`config.mk`:
```
export PLATFORM = sky130hd
export DESIGN_NAME = fdccmd_top
export DESIGN_NICKNAME = d
export VERILOG_FILES = /design/src/design/fdccmd_pkg.sv /design/src/design/fdccmd_delay_timer.sv /design/src/design/fdccmd_top.sv
export SDC_FILE = /design/constraint.sdc
export NUM_CORES = 1
export LEC_CHECK = 0
export ABC_AREA = 1
export BUFFER_PORTS_ARGS = -buffer_cell sky130_fd_sc_hd__buf_2
export CAP_MARGIN = 30
export CORE_MARGIN = 5
export CORE_UTILIZATION = 35
export DETAILED_ROUTE_END_ITERATION = 6
export SLEW_MARGIN = 20
export SYNTH_ARGS = -nofsm -noshare
export SYNTH_HDL_FRONTEND = slang
export SYNTH_SLANG_ARGS = --single-unit
```
`constraint.sdc`:
```
create_clock -name sys_clk_i -period 3.3 [get_ports sys_clk_i]
set_input_delay 0.33 -clock sys_clk_i [delete_from_list [all_inputs] [get_ports sys_clk_i]]
set_output_delay 0.33 -clock sys_clk_i [all_outputs]
set_load 0.005 [all_outputs]
```
`src/design/fdccmd_pkg.sv`:
```
// Constants for the drive-control command interpreter of a floppy controller.
// Assumes a 50 MHz system clock and a plain address/strobe register port.
// Functional notes
// Drive status query returns status 3 immediately.
// Head unloads after programmed delay post-transfer.
// Step pulses spaced by programmed step interval.
// Transfer starts after programmed head load delay.
// Delays scale with data rate, FM/MFM alike.
// Select bit one means non-DMA transfers.
// DMA uses request pin; else flag plus interrupt.
// Implied seek precedes read/write when enabled.
// FIFO disabled by default, byte-wise requests.
// Polling raises exactly one interrupt after reset.
// No polling while head loaded, unload pending.
// FIFO threshold is code plus one bytes.
// Precompensation starts at programmed track, default 0.
// Version query returns one fixed identity byte.
// Relative seek direction: 0 out, 1 in.
// Relative seek issues exactly count steps.
// Inward relative seek wraps cylinder modulo 256.
// Only one relative seek active at once.
// Stepping out past track 0 sets fault.
// Recalibrate watches track zero, 80 steps max.
// Host computes signed track difference itself.
// Relative seek decoded like seek, top bits.
// Interrupt when seek, relative seek, recalibrate finish.
// Timers run from rate-dependent time base.
// Outward relative step decrements present cylinder.
package fdccmd_pkg;

  // Timing
  localparam int unsigned CLK_MHZ = 50;
  localparam int unsigned UNIT_US = 500;
  localparam int unsigned UNIT_CYC_1M = UNIT_US * CLK_MHZ;
  localparam int unsigned STEP_PULSE_US = 1;
  localparam logic [5:0] STEP_PULSE_CYC = 6'(STEP_PULSE_US * CLK_MHZ);
  localparam logic [6:0] RECAL_MAX_STEPS = 7'h50;

  // Register port offsets
  localparam logic [1:0] ADDR_DATA = 2'h0;
  localparam logic [1:0] ADDR_STATUS = 2'h1;
  localparam logic [1:0] ADDR_RATE = 2'h2;

  // Opcodes
  localparam logic [7:0] OP_SPECIFY = 8'h03;
  localparam logic [7:0] OP_SENSE_DRV = 8'h04;
  localparam logic [7:0] OP_RECAL = 8'h07;
  localparam logic [7:0] OP_SENSE_INT = 8'h08;
  localparam logic [5:0] OP_SEEK_LOW = 6'h0F;
  localparam logic [7:0] OP_VERSION = 8'h10;
  localparam logic [7:0] OP_CONFIGURE = 8'h13;
  localparam int REL_BIT = 7;
  localparam int DIR_BIT = 6;

  // Data rate codes
  localparam logic [1:0] RATE_500K = 2'h0;
  localparam logic [1:0] RATE_300K = 2'h1;
  localparam logic [1:0] RATE_250K = 2'h2;
  localparam logic [1:0] RATE_1M = 2'h3;
  localparam logic [1:0] RATE_RESET = RATE_500K;

  // Status 0 fields
  localparam int ST0_IC_POS = 6;
  localparam int ST0_SE_BIT = 5;
  localparam int ST0_EC_BIT = 4;
  localparam logic [1:0] IC_NORMAL = 2'h0;
  localparam logic [1:0] IC_ABNORMAL = 2'h1;
  localparam logic [1:0] IC_POLL = 2'h3;
  localparam logic [7:0] ST0_INVALID = 8'h80;

  // Status 3 fields
  localparam int ST3_WP_BIT = 6;
  localparam int ST3_RDY_BIT = 5;
  localparam int ST3_T0_BIT = 4;
  localparam int ST3_TS_BIT = 3;
  localparam int ST3_HD_BIT = 2;

  // Main status fields
  localparam int MSR_RQM_BIT = 7;
  localparam int MSR_DIO_BIT = 6;
  localparam int MSR_NDMA_BIT = 5;
  localparam int MSR_BUSY_BIT = 4;
  localparam int MSR_SEEK_BIT = 0;

  // Command byte fields
  localparam int SPEC_SRT_POS = 4;
  localparam int SPEC_HUT_POS = 0;
  localparam int SPEC_HLT_POS = 1;
  localparam int SPEC_ND_BIT = 0;
  localparam int CFG_EIS_BIT = 6;
  localparam int CFG_FIFO_DIS_BIT = 5;
  localparam int CFG_POLL_OFF_BIT = 4;
  localparam int CFG_THR_POS = 0;

  // Reset values
  localparam logic [3:0] SRT_RESET = 4'h0;
  localparam logic [3:0] HUT_RESET = 4'h0;
  localparam logic [6:0] HLT_RESET = 7'h00;
  localparam logic ND_RESET = 1'b0;
  localparam logic EIS_RESET = 1'b0;
  localparam logic FIFO_DIS_RESET = 1'b1;
  localparam logic POLL_OFF_RESET = 1'b0;
  localparam logic [3:0] THR_RESET = 4'h0;
  localparam logic [7:0] PRECOMP_START_TRACK_RESET = 8'h00;

  // Delay codes in half-millisecond units at the 1M rate
  localparam logic [8:0] HUT_ZERO_UNITS = 9'h100;
  localparam logic [8:0] HLT_ZERO_UNITS = 9'h100;
  localparam logic [8:0] SRT_ZERO_UNITS = 9'h010;

  typedef enum logic [1:0] {
    PH_CMD = 2'b00,
    PH_EXEC = 2'b01,
    PH_RES = 2'b10
  } fdccmd_phase_e;

  typedef enum logic [1:0] {
    SK_IDLE = 2'b00,
    SK_CHECK = 2'b01,
    SK_PULSE = 2'b10,
    SK_GAP = 2'b11
  } fdccmd_step_e;

  typedef enum logic [1:0] {
    SM_SEEK = 2'b00,
    SM_REL = 2'b01,
    SM_RECAL = 2'b10,
    SM_IMPLIED = 2'b11
  } fdccmd_mode_e;

  typedef enum logic [2:0] {
    HL_IDLE = 3'b000,
    HL_SEEKREQ = 3'b001,
    HL_SEEKWAIT = 3'b010,
    HL_LOAD = 3'b011,
    HL_LOADWAIT = 3'b100,
    HL_XFER = 3'b101
  } fdccmd_head_e;

endpackage : fdccmd_pkg

```
`src/design/fdccmd_delay_timer.sv`:
```
// One-shot delay timer counting whole time-base units.
// Assumes a unit length in system clocks that stays stable while it runs.
`timescale 1ns/1ps
module fdccmd_delay_timer (
  // Clock and reset
  input wire logic sys_clk_i,
  input wire logic rst_i,
  // Control
  input wire logic start_i,
  input wire logic cancel_i,
  input wire logic [8:0] units_i,
  input wire logic [19:0] unit_cyc_i,
  // Status
  output logic busy_o,
  output logic done_o
);

  logic [19:0] pre_ff;
  logic [8:0] left_ff;
  logic busy_ff;
  logic done_ff;

  // Prescaler restarts on start so no unit is ever cut short
  always_ff @(posedge sys_clk_i) begin
    if (rst_i) begin
      pre_ff <= 20'h00000;
      left_ff <= 9'h000;
      busy_ff <= 1'b0;
      done_ff <= 1'b0;
    end else begin
      done_ff <= 1'b0;
      if (cancel_i) begin
        busy_ff <= 1'b0;
      end else if (start_i) begin
        busy_ff <= 1'b1;
        pre_ff <= 20'h00000;
        left_ff <= (units_i == 9'h000) ? 9'h001 : units_i;
      end else if (busy_ff) begin
        if (pre_ff >= unit_cyc_i - 20'h00001) begin
          pre_ff <= 20'h00000;
          if (left_ff == 9'h001) begin
            busy_ff <= 1'b0;
            done_ff <= 1'b1;
          end else begin
            left_ff <= left_ff - 9'h001;
          end
        end else begin
          pre_ff <= pre_ff + 20'h00001;
        end
      end
    end
  end

  assign busy_o = busy_ff;
  assign done_o = done_ff;

endmodule : fdccmd_delay_timer

```
`src/design/fdccmd_top.sv`:
```
// Drive-control command interpreter: specify, configure, version, drive status,
// seek, relative seek, recalibrate, interrupt status, head load/unload timing.
// Assumes a data path that reports read/write commands and transfer requests
// on the same clock, and drive pins that arrive asynchronously.
`timescale 1ns/1ps
module fdccmd_top #(
  parameter int unsigned UNIT_CYC_1M = fdccmd_pkg::UNIT_CYC_1M,
  parameter logic [7:0] VERSION_ID = 8'hA5 // Arbitrary identity value
) (
  // Clock and reset
  input wire logic sys_clk_i,
  input wire logic rst_i,
  // Register port
  input wire logic [1:0] addr_i,
  input wire logic [7:0] wr_data_i,
  input wire logic wr_i,
  input wire logic rd_i,
  output logic [7:0] rd_data_o,
  // Data path hand-off
  input wire logic rw_cmd_i,
  input wire logic [7:0] rw_cyl_i,
  input wire logic rw_end_i,
  input wire logic xfer_req_i,
  output logic rw_go_o,
  output logic dma_request_pin_o,
  output logic no_dma_select_o,
  output logic fifo_disable_o,
  output logic [4:0] fifo_threshold_o,
  output logic precomp_active_o,
  output logic controller_interrupt_pin_o,
  // Drive pins
  input wire logic track_zero_sense_i,
  input wire logic write_protect_i,
  input wire logic drive_ready_i,
  input wire logic two_sided_i,
  output logic step_o,
  output logic step_heading_in_o,
  output logic head_load_o,
  output logic [1:0] drive_sel_o
);
  import fdccmd_pkg::*;

  // Command bytes needed for each opcode
  function automatic logic [2:0] cmd_len(input logic [7:0] op);
    if (op[5:0] == OP_SEEK_LOW) begin
      cmd_len = 3'h3;
    end else begin
      case (op)
        OP_SPECIFY: cmd_len = 3'h3;
        OP_SENSE_DRV: cmd_len = 3'h2;
        OP_RECAL: cmd_len = 3'h2;
        OP_CONFIGURE: cmd_len = 3'h4;
        default: cmd_len = 3'h1;
      endcase
    end
  endfunction : cmd_len

  // Clocks per time-base unit for the selected data rate
  function automatic logic [19:0] unit_cyc(input logic [1:0] rate);
    case (rate)
      RATE_1M: unit_cyc = 20'(UNIT_CYC_1M);
      RATE_500K: unit_cyc = 20'(UNIT_CYC_1M * 2);
      RATE_300K: unit_cyc = 20'((UNIT_CYC_1M * 10) / 3);
      default: unit_cyc = 20'(UNIT_CYC_1M * 4);
    endcase
  endfunction : unit_cyc

  // Synchronisers for drive pins
  logic [3:0] pin_a_ff;
  logic [3:0] pin_b_ff;
  always_ff @(posedge sys_clk_i) begin
    if (rst_i) begin
      pin_a_ff <= 4'h0;
      pin_b_ff <= 4'h0;
    end else begin
      pin_a_ff <= {two_sided_i, drive_ready_i, write_protect_i, track_zero_sense_i};
      pin_b_ff <= pin_a_ff;
    end
  end
  logic trk0;
  assign trk0 = pin_b_ff[0];

  // State
  fdccmd_phase_e phase_ff;
  fdccmd_step_e sk_state_ff;
  fdccmd_mode_e sk_mode_ff;
  fdccmd_head_e hl_state_ff;
  logic [7:0] cmd_ff [0:3];
  logic [2:0] cmd_cnt_ff;
  logic [7:0] res_ff [0:1];
  logic res_idx_ff;
  logic res_last_ff;
  logic [7:0] rd_data_ff;
  logic [1:0] rate_ff;
  logic [3:0] srt_ff;
  logic [3:0] hut_ff;
  logic [6:0] hlt_ff;
  logic nd_ff;
  logic eis_ff;
  logic fifo_dis_ff;
  logic poll_off_ff;
  logic [3:0] thr_ff;
  logic [7:0] precomp_start_track_ff;
  logic [7:0] pcn_ff;
  logic [7:0] sk_target_ff;
  logic sk_dir_ff;
  logic [6:0] sk_steps_ff;
  logic [5:0] pulse_cnt_ff;
  logic step_ff;
  logic [1:0] drive_ff;
  logic head_ff;
  logic [7:0] st0_ff;
  logic int_ff;
  logic poll_pend_ff;
  logic head_load_ff;
  logic rw_go_ff;
  logic [7:0] rw_cyl_ff;
  logic dma_req_ff;

  // Decode of the command in execution
  logic exec;
  logic [7:0] op;
  logic is_seek_cmd;
  logic sk_idle;
  logic cmd_sk_start;
  logic cmd_sk_refuse;
  logic imp_sk_start;
  logic sk_done;
  logic sk_fault;
  logic [19:0] cyc_per_unit;
  assign exec = (phase_ff == PH_EXEC);
  assign op = cmd_ff[0];
  assign is_seek_cmd = (op[5:0] == OP_SEEK_LOW) || (op == OP_RECAL);
  assign sk_idle = (sk_state_ff == SK_IDLE);
  // A seek, relative seek or recalibrate is refused while the single stepper runs; an implied seek waits
  assign cmd_sk_start = exec && is_seek_cmd && sk_idle;
  assign cmd_sk_refuse = exec && is_seek_cmd && !sk_idle;
  assign imp_sk_start = (hl_state_ff == HL_SEEKREQ) && sk_idle && !cmd_sk_start;
  assign cyc_per_unit = unit_cyc(rate_ff);

  // Delay timers: step gap, head load, head unload
  logic gap_done;
  logic load_done;
  logic unload_busy;
  logic unload_done;
  fdccmd_delay_timer u_gap (
    .sys_clk_i(sys_clk_i),
    .rst_i(rst_i),
    .start_i(sk_state_ff == SK_PULSE && pulse_cnt_ff == STEP_PULSE_CYC),
    .cancel_i(1'b0),
    .units_i(SRT_ZERO_UNITS - {5'h00, srt_ff}),
    .unit_cyc_i(cyc_per_unit),
    .busy_o(),
    .done_o(gap_done)
  );
  fdccmd_delay_timer u_load (
    .sys_clk_i(sys_clk_i),
    .rst_i(rst_i),
    .start_i(hl_state_ff == HL_LOAD && !head_load_ff),
    .cancel_i(1'b0),
    .units_i((hlt_ff == 7'h00) ? HLT_ZERO_UNITS : {1'b0, hlt_ff, 1'b0}),
    .unit_cyc_i(cyc_per_unit),
    .busy_o(),
    .done_o(load_done)
  );
  fdccmd_delay_timer u_unload (
    .sys_clk_i(sys_clk_i),
    .rst_i(rst_i),
    .start_i(hl_state_ff == HL_XFER && rw_end_i),
    .cancel_i(rw_cmd_i),
    .units_i((hut_ff == 4'h0) ? HUT_ZERO_UNITS : {1'b0, hut_ff, 4'h0}),
    .unit_cyc_i(cyc_per_unit),
    .busy_o(unload_busy),
    .done_o(unload_done)
  );

  // Command collection and result phase
  always_ff @(posedge sys_clk_i) begin
    if (rst_i) begin
      phase_ff <= PH_CMD;
      cmd_cnt_ff <= 3'h0;
      res_idx_ff <= 1'b0;
      res_last_ff <= 1'b0;
      for (int i = 0; i < 4; i++) begin
        cmd_ff[i] <= 8'h00;
      end
      res_ff[0] <= 8'h00;
      res_ff[1] <= 8'h00;
    end else begin
      case (phase_ff)
        PH_CMD: begin
          if (wr_i && addr_i == ADDR_DATA) begin
            cmd_ff[cmd_cnt_ff[1:0]] <= wr_data_i;
            if (cmd_cnt_ff + 3'h1 == cmd_len(cmd_cnt_ff == 3'h0 ? wr_data_i : cmd_ff[0])) begin
              phase_ff <= PH_EXEC;
              cmd_cnt_ff <= 3'h0;
            end else begin
              cmd_cnt_ff <= cmd_cnt_ff + 3'h1;
            end
          end
        end
        PH_EXEC: begin
          res_idx_ff <= 1'b0;
          res_last_ff <= 1'b1;
          phase_ff <= PH_RES;
          if (op == OP_SENSE_DRV) begin
            res_ff[0] <= {1'b0, pin_b_ff[1], pin_b_ff[2], pin_b_ff[0], pin_b_ff[3],
                          cmd_ff[1][2:0]};
          end else if (op == OP_VERSION) begin
            res_ff[0] <= VERSION_ID;
          end else if (op == OP_SENSE_INT && int_ff) begin
            res_ff[0] <= st0_ff;
            res_ff[1] <= pcn_ff;
            res_last_ff <= 1'b0;
          end else if (op == OP_SPECIFY || op == OP_CONFIGURE || is_seek_cmd) begin
            phase_ff <= PH_CMD; // No result phase
          end else begin
            res_ff[0] <= ST0_INVALID;
          end
        end
        PH_RES: begin
          if (rd_i && addr_i == ADDR_DATA) begin
            res_idx_ff <= 1'b1;
            if (res_last_ff) begin
              phase_ff <= PH_CMD;
            end
            res_last_ff <= 1'b1;
          end
        end
        default: phase_ff <= PH_CMD;
      endcase
    end
  end

  // Specify and configure parameters
  always_ff @(posedge sys_clk_i) begin
    if (rst_i) begin
      srt_ff <= SRT_RESET;
      hut_ff <= HUT_RESET;
      hlt_ff <= HLT_RESET;
      nd_ff <= ND_RESET;
      eis_ff <= EIS_RESET;
      fifo_dis_ff <= FIFO_DIS_RESET;
      poll_off_ff <= POLL_OFF_RESET;
      thr_ff <= THR_RESET;
      precomp_start_track_ff <= PRECOMP_START_TRACK_RESET;
    end else if (exec && op == OP_SPECIFY) begin
      srt_ff <= cmd_ff[1][SPEC_SRT_POS +: 4];
      hut_ff <= cmd_ff[1][SPEC_HUT_POS +: 4];
      hlt_ff <= cmd_ff[2][SPEC_HLT_POS +: 7];
      nd_ff <= cmd_ff[2][SPEC_ND_BIT];
    end else if (exec && op == OP_CONFIGURE) begin
      eis_ff <= cmd_ff[2][CFG_EIS_BIT];
      fifo_dis_ff <= cmd_ff[2][CFG_FIFO_DIS_BIT];
      poll_off_ff <= cmd_ff[2][CFG_POLL_OFF_BIT];
      thr_ff <= cmd_ff[2][CFG_THR_POS +: 4];
      precomp_start_track_ff <= cmd_ff[3];
    end
  end

  // Stepper shared by seek, relative seek, recalibrate and implied seek
  always_ff @(posedge sys_clk_i) begin
    if (rst_i) begin
      sk_state_ff <= SK_IDLE;
      sk_mode_ff <= SM_SEEK;
      sk_target_ff <= 8'h00;
      sk_dir_ff <= 1'b0;
      sk_steps_ff <= 7'h00;
      pulse_cnt_ff <= 6'h00;
      step_ff <= 1'b0;
      pcn_ff <= 8'h00;
      drive_ff <= 2'h0;
      head_ff <= 1'b0;
    end else begin
      case (sk_state_ff)
        SK_IDLE: begin
          sk_steps_ff <= 7'h00;
          if (cmd_sk_start) begin
            sk_state_ff <= SK_CHECK;
            drive_ff <= cmd_ff[1][1:0];
            head_ff <= cmd_ff[1][2];
            sk_target_ff <= cmd_ff[2];
            if (op == OP_RECAL) begin
              sk_mode_ff <= SM_RECAL;
              sk_dir_ff <= 1'b0;
              pcn_ff <= 8'h00;
            end else if (op[REL_BIT]) begin
              sk_mode_ff <= SM_REL;
              sk_dir_ff <= op[DIR_BIT];
            end else begin
              sk_mode_ff <= SM_SEEK;
            end
          end else if (imp_sk_start) begin
            sk_state_ff <= SK_CHECK;
            sk_mode_ff <= SM_IMPLIED;
            sk_target_ff <= rw_cyl_ff;
          end
        end
        SK_CHECK: begin
          sk_state_ff <= SK_PULSE;
          pulse_cnt_ff <= 6'h00;
          case (sk_mode_ff)
            SM_REL: begin
              // Count only; present cylinder is compared only with 0 when stepping out
              if (sk_target_ff == 8'h00 || (!sk_dir_ff && pcn_ff == 8'h00)) begin
                sk_state_ff <= SK_IDLE;
              end
            end
            SM_RECAL: begin
              if (trk0 || sk_steps_ff == RECAL_MAX_STEPS) begin
                sk_state_ff <= SK_IDLE;
              end
            end
            default: begin
              sk_dir_ff <= (sk_target_ff > pcn_ff);
              if (sk_target_ff == pcn_ff) begin
                sk_state_ff <= SK_IDLE;
              end
            end
          endcase
        end
        SK_PULSE: begin
          step_ff <= (pulse_cnt_ff != STEP_PULSE_CYC);
          pulse_cnt_ff <= pulse_cnt_ff + 6'h01;
          if (pulse_cnt_ff == STEP_PULSE_CYC) begin
            sk_state_ff <= SK_GAP;
            sk_steps_ff <= sk_steps_ff + 7'h01;
            if (sk_mode_ff == SM_REL) begin
              sk_target_ff <= sk_target_ff - 8'h01;
            end
            if (sk_mode_ff != SM_RECAL) begin
              // Wraps past 255 only when stepping in; stepping out never starts from 0
              pcn_ff <= sk_dir_ff ? pcn_ff + 8'h01 : pcn_ff - 8'h01;
            end
          end
        end
        SK_GAP: begin
          if (gap_done) begin
            sk_state_ff <= SK_CHECK;
          end
        end
        default: sk_state_ff <= SK_IDLE;
      endcase
    end
  end

  // Completion of the stepper, seen on the exit from the check state
  assign sk_done = (sk_state_ff == SK_CHECK) && (
    (sk_mode_ff == SM_REL && (sk_target_ff == 8'h00 || (!sk_dir_ff && pcn_ff == 8'h00))) ||
    (sk_mode_ff == SM_RECAL && (trk0 || sk_steps_ff == RECAL_MAX_STEPS)) ||
    ((sk_mode_ff == SM_SEEK || sk_mode_ff == SM_IMPLIED) && sk_target_ff == pcn_ff));
  assign sk_fault = (sk_mode_ff == SM_REL) ? (sk_target_ff != 8'h00)
                  : (sk_mode_ff == SM_RECAL) && !trk0;

  // Interrupt status; a new event wins over the clear by status sense
  always_ff @(posedge sys_clk_i) begin
    if (rst_i) begin
      st0_ff <= 8'h00;
      int_ff <= 1'b0;
      poll_pend_ff <= 1'b1;
    end else begin
      if (sk_done && sk_mode_ff != SM_IMPLIED) begin
        int_ff <= 1'b1;
        st0_ff <= {sk_fault ? IC_ABNORMAL : IC_NORMAL, 1'b1, sk_fault, 1'b0, head_ff,
                   drive_ff};
      end else if (cmd_sk_refuse) begin
        int_ff <= 1'b1;
        st0_ff <= {IC_ABNORMAL, 1'b1, 1'b0, 1'b0, cmd_ff[1][2:0]};
      end else if (poll_pend_ff && !head_load_ff && !poll_off_ff) begin
        int_ff <= 1'b1;
        st0_ff <= {IC_POLL, 6'h00};
      end else if (exec && op == OP_SENSE_INT) begin
        int_ff <= 1'b0;
      end
      // Polling fires once per reset, or is dropped if switched off first
      if (!head_load_ff || poll_off_ff) begin
        poll_pend_ff <= 1'b0;
      end
    end
  end

  // Head load, implied seek and head unload sequencing
  always_ff @(posedge sys_clk_i) begin
    if (rst_i) begin
      hl_state_ff <= HL_IDLE;
      head_load_ff <= 1'b0;
      rw_go_ff <= 1'b0;
      rw_cyl_ff <= 8'h00;
    end else begin
      rw_go_ff <= 1'b0;
      if (unload_done) begin
        head_load_ff <= 1'b0;
      end
      case (hl_state_ff)
        HL_IDLE: begin
          if (rw_cmd_i) begin
            rw_cyl_ff <= rw_cyl_i;
            hl_state_ff <= eis_ff ? HL_SEEKREQ : HL_LOAD;
          end
        end
        HL_SEEKREQ: begin
          if (imp_sk_start) begin
            hl_state_ff <= HL_SEEKWAIT;
          end
        end
        HL_SEEKWAIT: begin
          if (sk_done) begin
            hl_state_ff <= HL_LOAD;
          end
        end
        HL_LOAD: begin
          // A head still loaded from the last transfer needs no new delay
          if (head_load_ff && !unload_done) begin
            rw_go_ff <= 1'b1;
            hl_state_ff <= HL_XFER;
          end else begin
            head_load_ff <= 1'b1;
            hl_state_ff <= HL_LOADWAIT;
          end
        end
        HL_LOADWAIT: begin
          if (load_done) begin
            rw_go_ff <= 1'b1;
            hl_state_ff <= HL_XFER;
          end
        end
        HL_XFER: begin
          if (rw_end_i) begin
            hl_state_ff <= HL_IDLE;
          end
        end
        default: hl_state_ff <= HL_IDLE;
      endcase
    end
  end

  // Register reads answered one cycle later; unmapped reads give zero
  always_ff @(posedge sys_clk_i) begin
    if (rst_i) begin
      rd_data_ff <= 8'h00;
      rate_ff <= RATE_RESET;
      dma_req_ff <= 1'b0;
    end else begin
      dma_req_ff <= !nd_ff && xfer_req_i && hl_state_ff == HL_XFER;
      if (wr_i && addr_i == ADDR_RATE) begin
        rate_ff <= wr_data_i[1:0];
      end
      rd_data_ff <= 8'h00;
      if (rd_i) begin
        case (addr_i)
          ADDR_DATA: rd_data_ff <= (phase_ff == PH_RES) ? res_ff[res_idx_ff] : 8'h00;
          ADDR_STATUS: begin
            rd_data_ff[MSR_RQM_BIT] <= (phase_ff != PH_EXEC);
            rd_data_ff[MSR_DIO_BIT] <= (phase_ff == PH_RES);
            rd_data_ff[MSR_NDMA_BIT] <= nd_ff && hl_state_ff == HL_XFER;
            rd_data_ff[MSR_BUSY_BIT] <= (phase_ff != PH_CMD) || (cmd_cnt_ff != 3'h0);
            rd_data_ff[MSR_SEEK_BIT] <= !sk_idle;
          end
          ADDR_RATE: rd_data_ff <= {6'h00, rate_ff};
          default: rd_data_ff <= 8'h00;
        endcase
      end
    end
  end

  // Outputs
  assign rd_data_o = rd_data_ff;
  assign rw_go_o = rw_go_ff;
  assign dma_request_pin_o = dma_req_ff;
  assign no_dma_select_o = nd_ff;
  assign fifo_disable_o = fifo_dis_ff;
  assign fifo_threshold_o = fifo_dis_ff ? 5'h01 : {1'b0, thr_ff} + 5'h01;
  assign precomp_active_o = (pcn_ff >= precomp_start_track_ff);
  // Non-DMA transfers also raise the interrupt pin
  assign controller_interrupt_pin_o = int_ff || (nd_ff && xfer_req_i && hl_state_ff == HL_XFER);
  assign step_o = step_ff;
  assign step_heading_in_o = sk_dir_ff;
  assign head_load_o = head_load_ff;
  assign drive_sel_o = drive_ff;

endmodule : fdccmd_top

```
==> results of run 1 <==
==> routing by layer <==
layer	routed length [um]	part of all wire [%]	vias to the layer above
met5	0	0	-
met4	806	2.1	0
met3	1500	4.0	58
met2	18100	48	197
met1	17200	46	5878
li1	-	-	6521
==> logic make-up after synthesis <==
kind of cell | share of synthesized area [%]
buf+inv | 7.79
flops | 38.9
fa+ha+maj | 9.56
xor+xnor | 3.24
other cells | 0.0261
compound gates | 11.3
simple gates | 29.2
==> synthesized netlist by cell type (8+ instances only) <==
cell	instances	area, um^2
sky130_fd_sc_hd__clkbuf_1	25	93.8
sky130_fd_sc_hd__inv_1	234	878
sky130_fd_sc_hd__ha_1	108	1350
sky130_fd_sc_hd__nand3_1	119	596
sky130_fd_sc_hd__xnor2_1	18	158
sky130_fd_sc_hd__nor3b_1	12	90.1
sky130_fd_sc_hd__dfxtp_1	219	4380
sky130_fd_sc_hd__buf_2	8	40.0
sky130_fd_sc_hd__nand4_1	28	175
sky130_fd_sc_hd__inv_2	8	30.0
sky130_fd_sc_hd__o21ai_0	95	475
sky130_fd_sc_hd__edfxtp_1	40	1200
sky130_fd_sc_hd__a21oi_1	160	801
sky130_fd_sc_hd__nand3b_1	8	60.1
sky130_fd_sc_hd__nor4_1	8	50.1
sky130_fd_sc_hd__nor2_1	286	1070
sky130_fd_sc_hd__xor2_1	35	307
sky130_fd_sc_hd__nand2_1	406	1520
sky130_fd_sc_hd__nor3_1	36	180
==> what timing repair did <==
action                     in CTS  in global routing
hold buffers                    4                  0
hold endpoints to repair        4                  0
gates resized for setup         0                  3
buffers inserted                0                  0
setup endpoints to repair       0                 28
==> registers in the layout, summed over array words and instances, names as in the netlist, 9 cells and up, named ones only <==
name / count
cmd_ff: 32
u_gap.pre_ff: 20
u_load.pre_ff: 20
u_unload.pre_ff: 20
res_ff: 16
u_gap.left_ff: 9
u_load.left_ff: 9
u_unload.left_ff: 9
==> path summary, 6_finish.rpt <==
path	endpoint	slack, ps	cells after the start
max	u_load.left_ff[8]	370	15
min reg2reg	pin_b_ff[1]	410	2
max reg2reg	u_load.left_ff[8]	370	15
min	rd_data_o[6]	30	2
==> worst max-delay path, stage by stage, from the launching register on <==
cell	delay, ps
sky130_fd_sc_hd__dfxtp_1	420
sky130_fd_sc_hd__inv_1	130
sky130_fd_sc_hd__ha_1	270
sky130_fd_sc_hd__inv_1	150
sky130_fd_sc_hd__ha_1	310
sky130_fd_sc_hd__ha_1	300
sky130_fd_sc_hd__nand2_1	60
sky130_fd_sc_hd__nor2_1	110
sky130_fd_sc_hd__nand2_1	50
sky130_fd_sc_hd__nand3b_1	150
sky130_fd_sc_hd__nand4_1	220
sky130_fd_sc_hd__nand3_2	240
sky130_fd_sc_hd__nand2_2	240
sky130_fd_sc_hd__nand2_1	70
sky130_fd_sc_hd__nand2_1	60
sky130_fd_sc_hd__nor2_1	40
==> area by class of cell <==
cell class                 instances  area [um^2]
fill                            4288        24600
multi-input combinational       1419         7680
sequential                       259         5590
inverter                         244          917
clock buffer                      49          883
tap                              532          666
timing repair buffer              64          360
clock inverter                     6         91.3
==> through the flow <==
| step | instances | hold WS [ps] | total power, mW | setup WS, ps |
|---|---|---|---|---|
| 2_1_floorplan | 1962 | 388 | 5.32 | 787 |
| 3_3_place_gp | 2514 | 407 | 5.86 | 420 |
| 3_5_place_dp | 2514 | 406 | 5.92 | 185 |
| 4_1_cts | 2573 | 5.41 | 9.26 | 166 |
| 5_1_grt | 2573 | 14.1 | 9.74 | 89.0 |
| 6_report | 2573 | 25.3 | 9.19 | 368 |
==> power by group through the flow <==
stage / clock (mW) / combinational (mW) / sequential, mW
floorplan: 0 / 1.71 / 3.60
global placement: 0 / 2.20 / 3.66
detailed placement: 0 / 2.25 / 3.67
CTS: 3.39 / 2.27 / 3.60
global route: 3.53 / 2.58 / 3.63
finish: 3.31 / 2.28 / 3.61
==> impl_results.md, run 1 <==
- GR met3 Demand/Resource: between 2 and 2.5%
- Post-synthesis sequential element count: 259
- Final design instance area without fill: 16200 um^2
- Yosys Warn Count: 0
- First-pass GRT wire length: roughly 60000 um
- Class of the tightest hold or removal check: input port to flip-flop
- Average detailed-routed wire length per instance: 14.6 um
- Number of nets in the layout: around 2200
- HPWL after DPL: roughly 29000 um
- Run status: complete, no violations
- Sequential cell fraction of total power: 39.2%
- Post-synth top flop: sky130_fd_sc_hd__dfxtp_1
- Vertical die dimension: between 200 and 250 um
- Maximum count of clock buffers along a single path: 3
- Switching Fraction: roughly 33%
- Setup TNS: 0 ps
- Pin slew with the least headroom to its limit: about 760 ps
- Worst supply voltage drop on vdd: just under 0.4 mV
- Number of library cell types mapped by synthesis: 64
- Number of core rows: 74
- Clock Power Share: a little over a third
- Share of layout cells above drive strength 1: under 10%
- Total wire length: around 38000 um
- Worst Hold Launch: addr_i[1]
- Number of vias per cell after detailed routing: a little under 5
- Number of iterations in the first detailed-routing pass: 5
- Skew-Pair Late Insertion Delay: between 500 and 600 ps
- Largest fanout on the critical path: 9
- Fraction of power consumed by combinational cells: approximately a quarter
- Number of antenna violations at the first check in global routing: 0
- Maximum Capacitance Violations: 0
- Syn Inst Count: around 2000
- Leading cell type in the layout, fill and taps excluded: sky130_fd_sc_hd__nand2_1
- CP endpoint kind: flip-flop
- Fraction of registers with async set/reset: 0%
- Die Span X: roughly 210 um
- Sum of overflow across all layers after global routing: 0
- Total number of H-tree levels: 1
- DP Area: roughly 15000 um^2
- Required arrival time at the worst endpoint: approximately 3800 ps
- R2R Path Start: rate_ff[1]
- Clock net sink count: around 260
- Met1 usage in global routing: roughly a fifth
- Clk pin slew, worst setup/hold paths: about 60 ps
- DR iter-0 viols: 727
- Initial core utilization: 35.2%
- Overall die area: between 40000 and 50000 um^2
- Synthesized area per cell: 7.34 um^2
- Portion of the clock cycle consumed by the worst path in the final layout: between 80% and 90%
- Time the final worst path needs with I/O delays and setup: between 2000 and 3000 ps
- Number of synthesized flops with an enable pin: 40
- Largest net degree at the start of global routing: 43
- Number of hold-slack violations in the final timing report: 0
- Area of the core region: slightly above 40000 um^2
- Post-synthesis cell area: 14300 um^2
- Internal Pwr Total: approximately 6.1 mW
- Final Wtd Congestion: approximately 0.84
- Number of buffers added by the clock tree synthesis step: 30
- Total routing usage reported by global routing: around 16%
- Switching power of the nets: 3.05 mW
- DRC: 0
- Max Freq: approximately 340 MHz
- Unrepaired setup endpoints after global routing: false
- CTS root buffer: sky130_fd_sc_hd__clkbuf_16
- Arrival @ worst endpoint: ~3400 ps
- Global route hottest layer: met2
- Commonest cells after routing, fill and taps aside: sky130_fd_sc_hd__nand2_1, sky130_fd_sc_hd__nor2_1, sky130_fd_sc_hd__inv_1
- Startpoint of the worst setup timing path: rate_ff[1]
- Utilization after layout: between 30% and 40%
- Overall via count from detail_route: between 10000 and 15000
- Leakage power: 6.99 nW
- Antenna Cells: 0
- Power density relative to cell area: ~570 nW/um^2
- Max-slew headroom at the worst pin: around half
- Critical Path Start Type: flip-flop
- Total I/O pin count: 53
- Number of buffers inserted by port buffering: 52
- Type of the setup path with the least slack: flip-flop to flip-flop
- Antenna-violating nets left: 0
- Met2 usage: between 20% and 30%
- Sequential-to-total area share from yosys stat: between 30% and 40%
- Final setup fails: 0
- Clock tree from TritonCTS: yes
- Max Transition Viols Final: 0
- Area overhead of the layout relative to synthesis: 12.8%
- Number of global-route vias before repair: roughly 12000
- Worst clock skew: ~35 ps
(Power assumes the default switching activity.)
==> run 2: changes to the inputs <==
Clock period 3.3 ns to 3.7 ns, I/O delays scaled along.
==> impl_results.md, run 2 (synthesized netlist as in run 1, its figures left out) <==
- Number of hold-slack violations in the final timing report: 0
- Maximum Capacitance Violations: 0
- Sum of overflow across all layers after global routing: 0
- Number of antenna violations at the first check in global routing: 1
- Total I/O pin count: 53
- Switching power of the nets: roughly 2.7 mW
- Cells along the critical path: inv_1 > ha_1 > nor2_1 > ha_1 > a21oi_1 > nand2_1 > a21oi_1 > nand4_1 > nand2_1 > nand2_1 > nor3b_1
- Worst Hold Path EP: pin_a_ff[2]
- Average detailed-routed wire length per instance: about 14 um
- Clock Power Share: 36.4%
- DRC: 0
- Area overhead of the layout relative to synthesis: 12.6%
- Portion of the clock cycle consumed by the worst path in the final layout: between 80% and 90%
- CP endpoint kind: flip-flop
- Commonest cells after routing, fill and taps aside: sky130_fd_sc_hd__nand2_1, sky130_fd_sc_hd__nor2_1, sky130_fd_sc_hd__inv_1
- First-pass GRT wire length: ~60000 um
- Leading cell type in the layout, fill and taps excluded: sky130_fd_sc_hd__nand2_1
- Number of buffers added for setup after CTS: 0
- Overall via count from detail_route: 12700
- CTS root buffer: sky130_fd_sc_hd__clkbuf_16
- Buffering stage count on the worst path with inverters included: 1
- Total routing usage reported by global routing: between 10% and 20%
- Number of iterations in the first detailed-routing pass: 5
- Class of the tightest hold or removal check: input port to flip-flop
- Switching Fraction: around 33%
- Final setup fails: 0
- Pin slew with the least headroom to its limit: between 800 and 900 ps
- Routed length on met1: around 17000 um
- Setup TNS: 0 ps
- Clock tree from TritonCTS: yes
- Cell class contributing the biggest share of worst-path delay: simple AND/OR/NAND/NOR gates
- Number of buffers added by the clock tree synthesis step: 28
- Time the final worst path needs with I/O delays and setup: around 3200 ps
- Antenna Cells: 0
- Arrival @ worst endpoint: roughly 3700 ps
- Number of buffers inserted by port buffering: 52
- Largest net degree at the start of global routing: 81
- Uppermost layer routed: met4
- Sequential cell fraction of total power: between 30% and 40%
- Initial core utilization: between 30% and 40%
- Total number of H-tree levels: 1
- Largest fanout on the critical path: 18
- Unrepaired setup endpoints after global routing: false
- Vertical die dimension: between 200 and 250 um
- Smallest hold slack: between 20 and 25 ps
- Type of the setup path with the least slack: flip-flop to flip-flop
- Die Span X: between 200 and 250 um
- Number of vias per cell after detailed routing: 4.95
- Fraction of power consumed by combinational cells: between 20% and 30%
- Leakage power: between 6 and 7 nW
- Register bank with the most flops: cmd_ff
- Max-slew headroom at the worst pin: a little under half
- Worst Hold Launch: drive_ready_i
- Required arrival time at the worst endpoint: slightly above 4000 ps
- Skew-Pair Late Insertion Delay: 560 ps
- Max Freq: around 310 MHz
- Number of global-route vias before repair: 11900
- Clock net sink count: 259
- Routed length on met3: approximately 1700 um
- Overall die area: 45100 um^2
- CP dominant cell by count: sky130_fd_sc_hd__nand2_1
- Internal Pwr Total: 5.51 mW
- Worst clock skew: about 24 ps
- R2R Path Start: rate_ff[0]
- Run status: complete, no violations
- Maximum count of clock buffers along a single path: 3
- CP peak stage delay: ~480 ps
- Number of cells traversed by the worst register-to-register path: 11
- Clk pin slew, worst setup/hold paths: approximately 60 ps
- Critical Path Start Type: flip-flop
- HPWL after DPL: 28200 um
- Total wire length: around 37000 um
- Number of nets in the layout: between 2000 and 2500
- Final Wtd Congestion: between 0.8 and 0.9
- Number of core rows: 74
- Hold depth: 3
- Depth of the critical timing path with buffers and inverters included: 11
- Total chip power: a little over 8 mW
- Endpoint of the worst register-to-register path: u_load.pre_ff[9]
- Power density relative to cell area: 508 nW/um^2
- Antenna-violating nets left: 0
- Max Transition Viols Final: 0
- Share of layout cells above drive strength 1: 7.68%
- DR iter-0 viols: about 680
- Met2 routed wirelength: between 15000 and 20000 um
- Worst supply voltage drop on vdd: 0.323 mV
- Area of the core region: ~41000 um^2
- Max FFs per register: 32
- Reg-to-reg setup timing slack: 450 ps
- Slowest library cell on the worst path: sky130_fd_sc_hd__nor2_1
==> run 2: changes by cell type in the layout (fill, tap and decap cells not counted), sizes merged <==
cell | previous run | this run
buf | 60 | 57
clkbuf | 49 | 42
clkinv | 5 | 6
clkinvlp | 0 | 1
dlygate4sd3 | 4 | 1
==> run 2: area by class of cell <==
class | count | area (um^2)
tap | 532 | 666
multi-input combinational | 1419 | 7680
clock buffer | 42 | 896
fill | 4303 | 24600
clock inverter | 8 | 104
timing repair buffer | 58 | 308
sequential | 259 | 5590
inverter | 244 | 917
==> run 2: what timing repair did <==
item / in CTS / in global routing
endpoints found under the setup margin: 0 / 0
hold buffers: 1 / 0
endpoints found under the hold margin: 1 / 0
gates resized for setup: 0 / 0
==> run 2: stage by stage <==
stage | util [%] | setup WS [ps] | cells | cell area, um^2
global route | 39.6 | 109 | 2562 | 16200
detailed placement | 37.2 | 482 | 2511 | 15100
floorplan | - | 1190 | 1962 | 14400
global placement | 37.2 | 600 | 2511 | 15100
CTS | 39.6 | 465 | 2562 | 16200
finish | 39.6 | 452 | 2562 | 16200
==> run 2: worst max-delay path by stage <==
stage / to / from
global placement: u_gap.pre_ff[9] / rate_ff[0]
floorplan: u_load.pre_ff[17] / rate_ff[1]
finish: u_load.pre_ff[9] / rate_ff[0]
global route: u_load.pre_ff[5] / rate_ff[1]
detailed placement: u_load.pre_ff[9] / rate_ff[0]
CTS: u_gap.pre_ff[8] / rate_ff[0]
==> run 2: power by group through the flow <==
| stage | clock network, mW | logic (mW) | registers, mW |
|---|---|---|---|
| after floorplan | 0 | 1.53 | 3.22 |
| after global placement | 0 | 1.96 | 3.27 |
| after detailed placement | 0 | 1.99 | 3.27 |
| after CTS | 3.06 | 2.00 | 3.21 |
| after global routing | 3.18 | 2.28 | 3.24 |
| final | 2.99 | 2.01 | 3.21 |
==> run 2: tightest hold or removal path: stages <==
cell and delay [ps]:
sky130_fd_sc_hd__buf_2 80, sky130_fd_sc_hd__inv_1 30, sky130_fd_sc_hd__nor2_1 70
==> run 2: routing by layer <==
layer  global-route usage, %  vias up
met5                       0        -
met4                    4.41        0
met3                    2.12       75
met2                    27.0      251
met1                    21.6     5845
li1                        -     6505
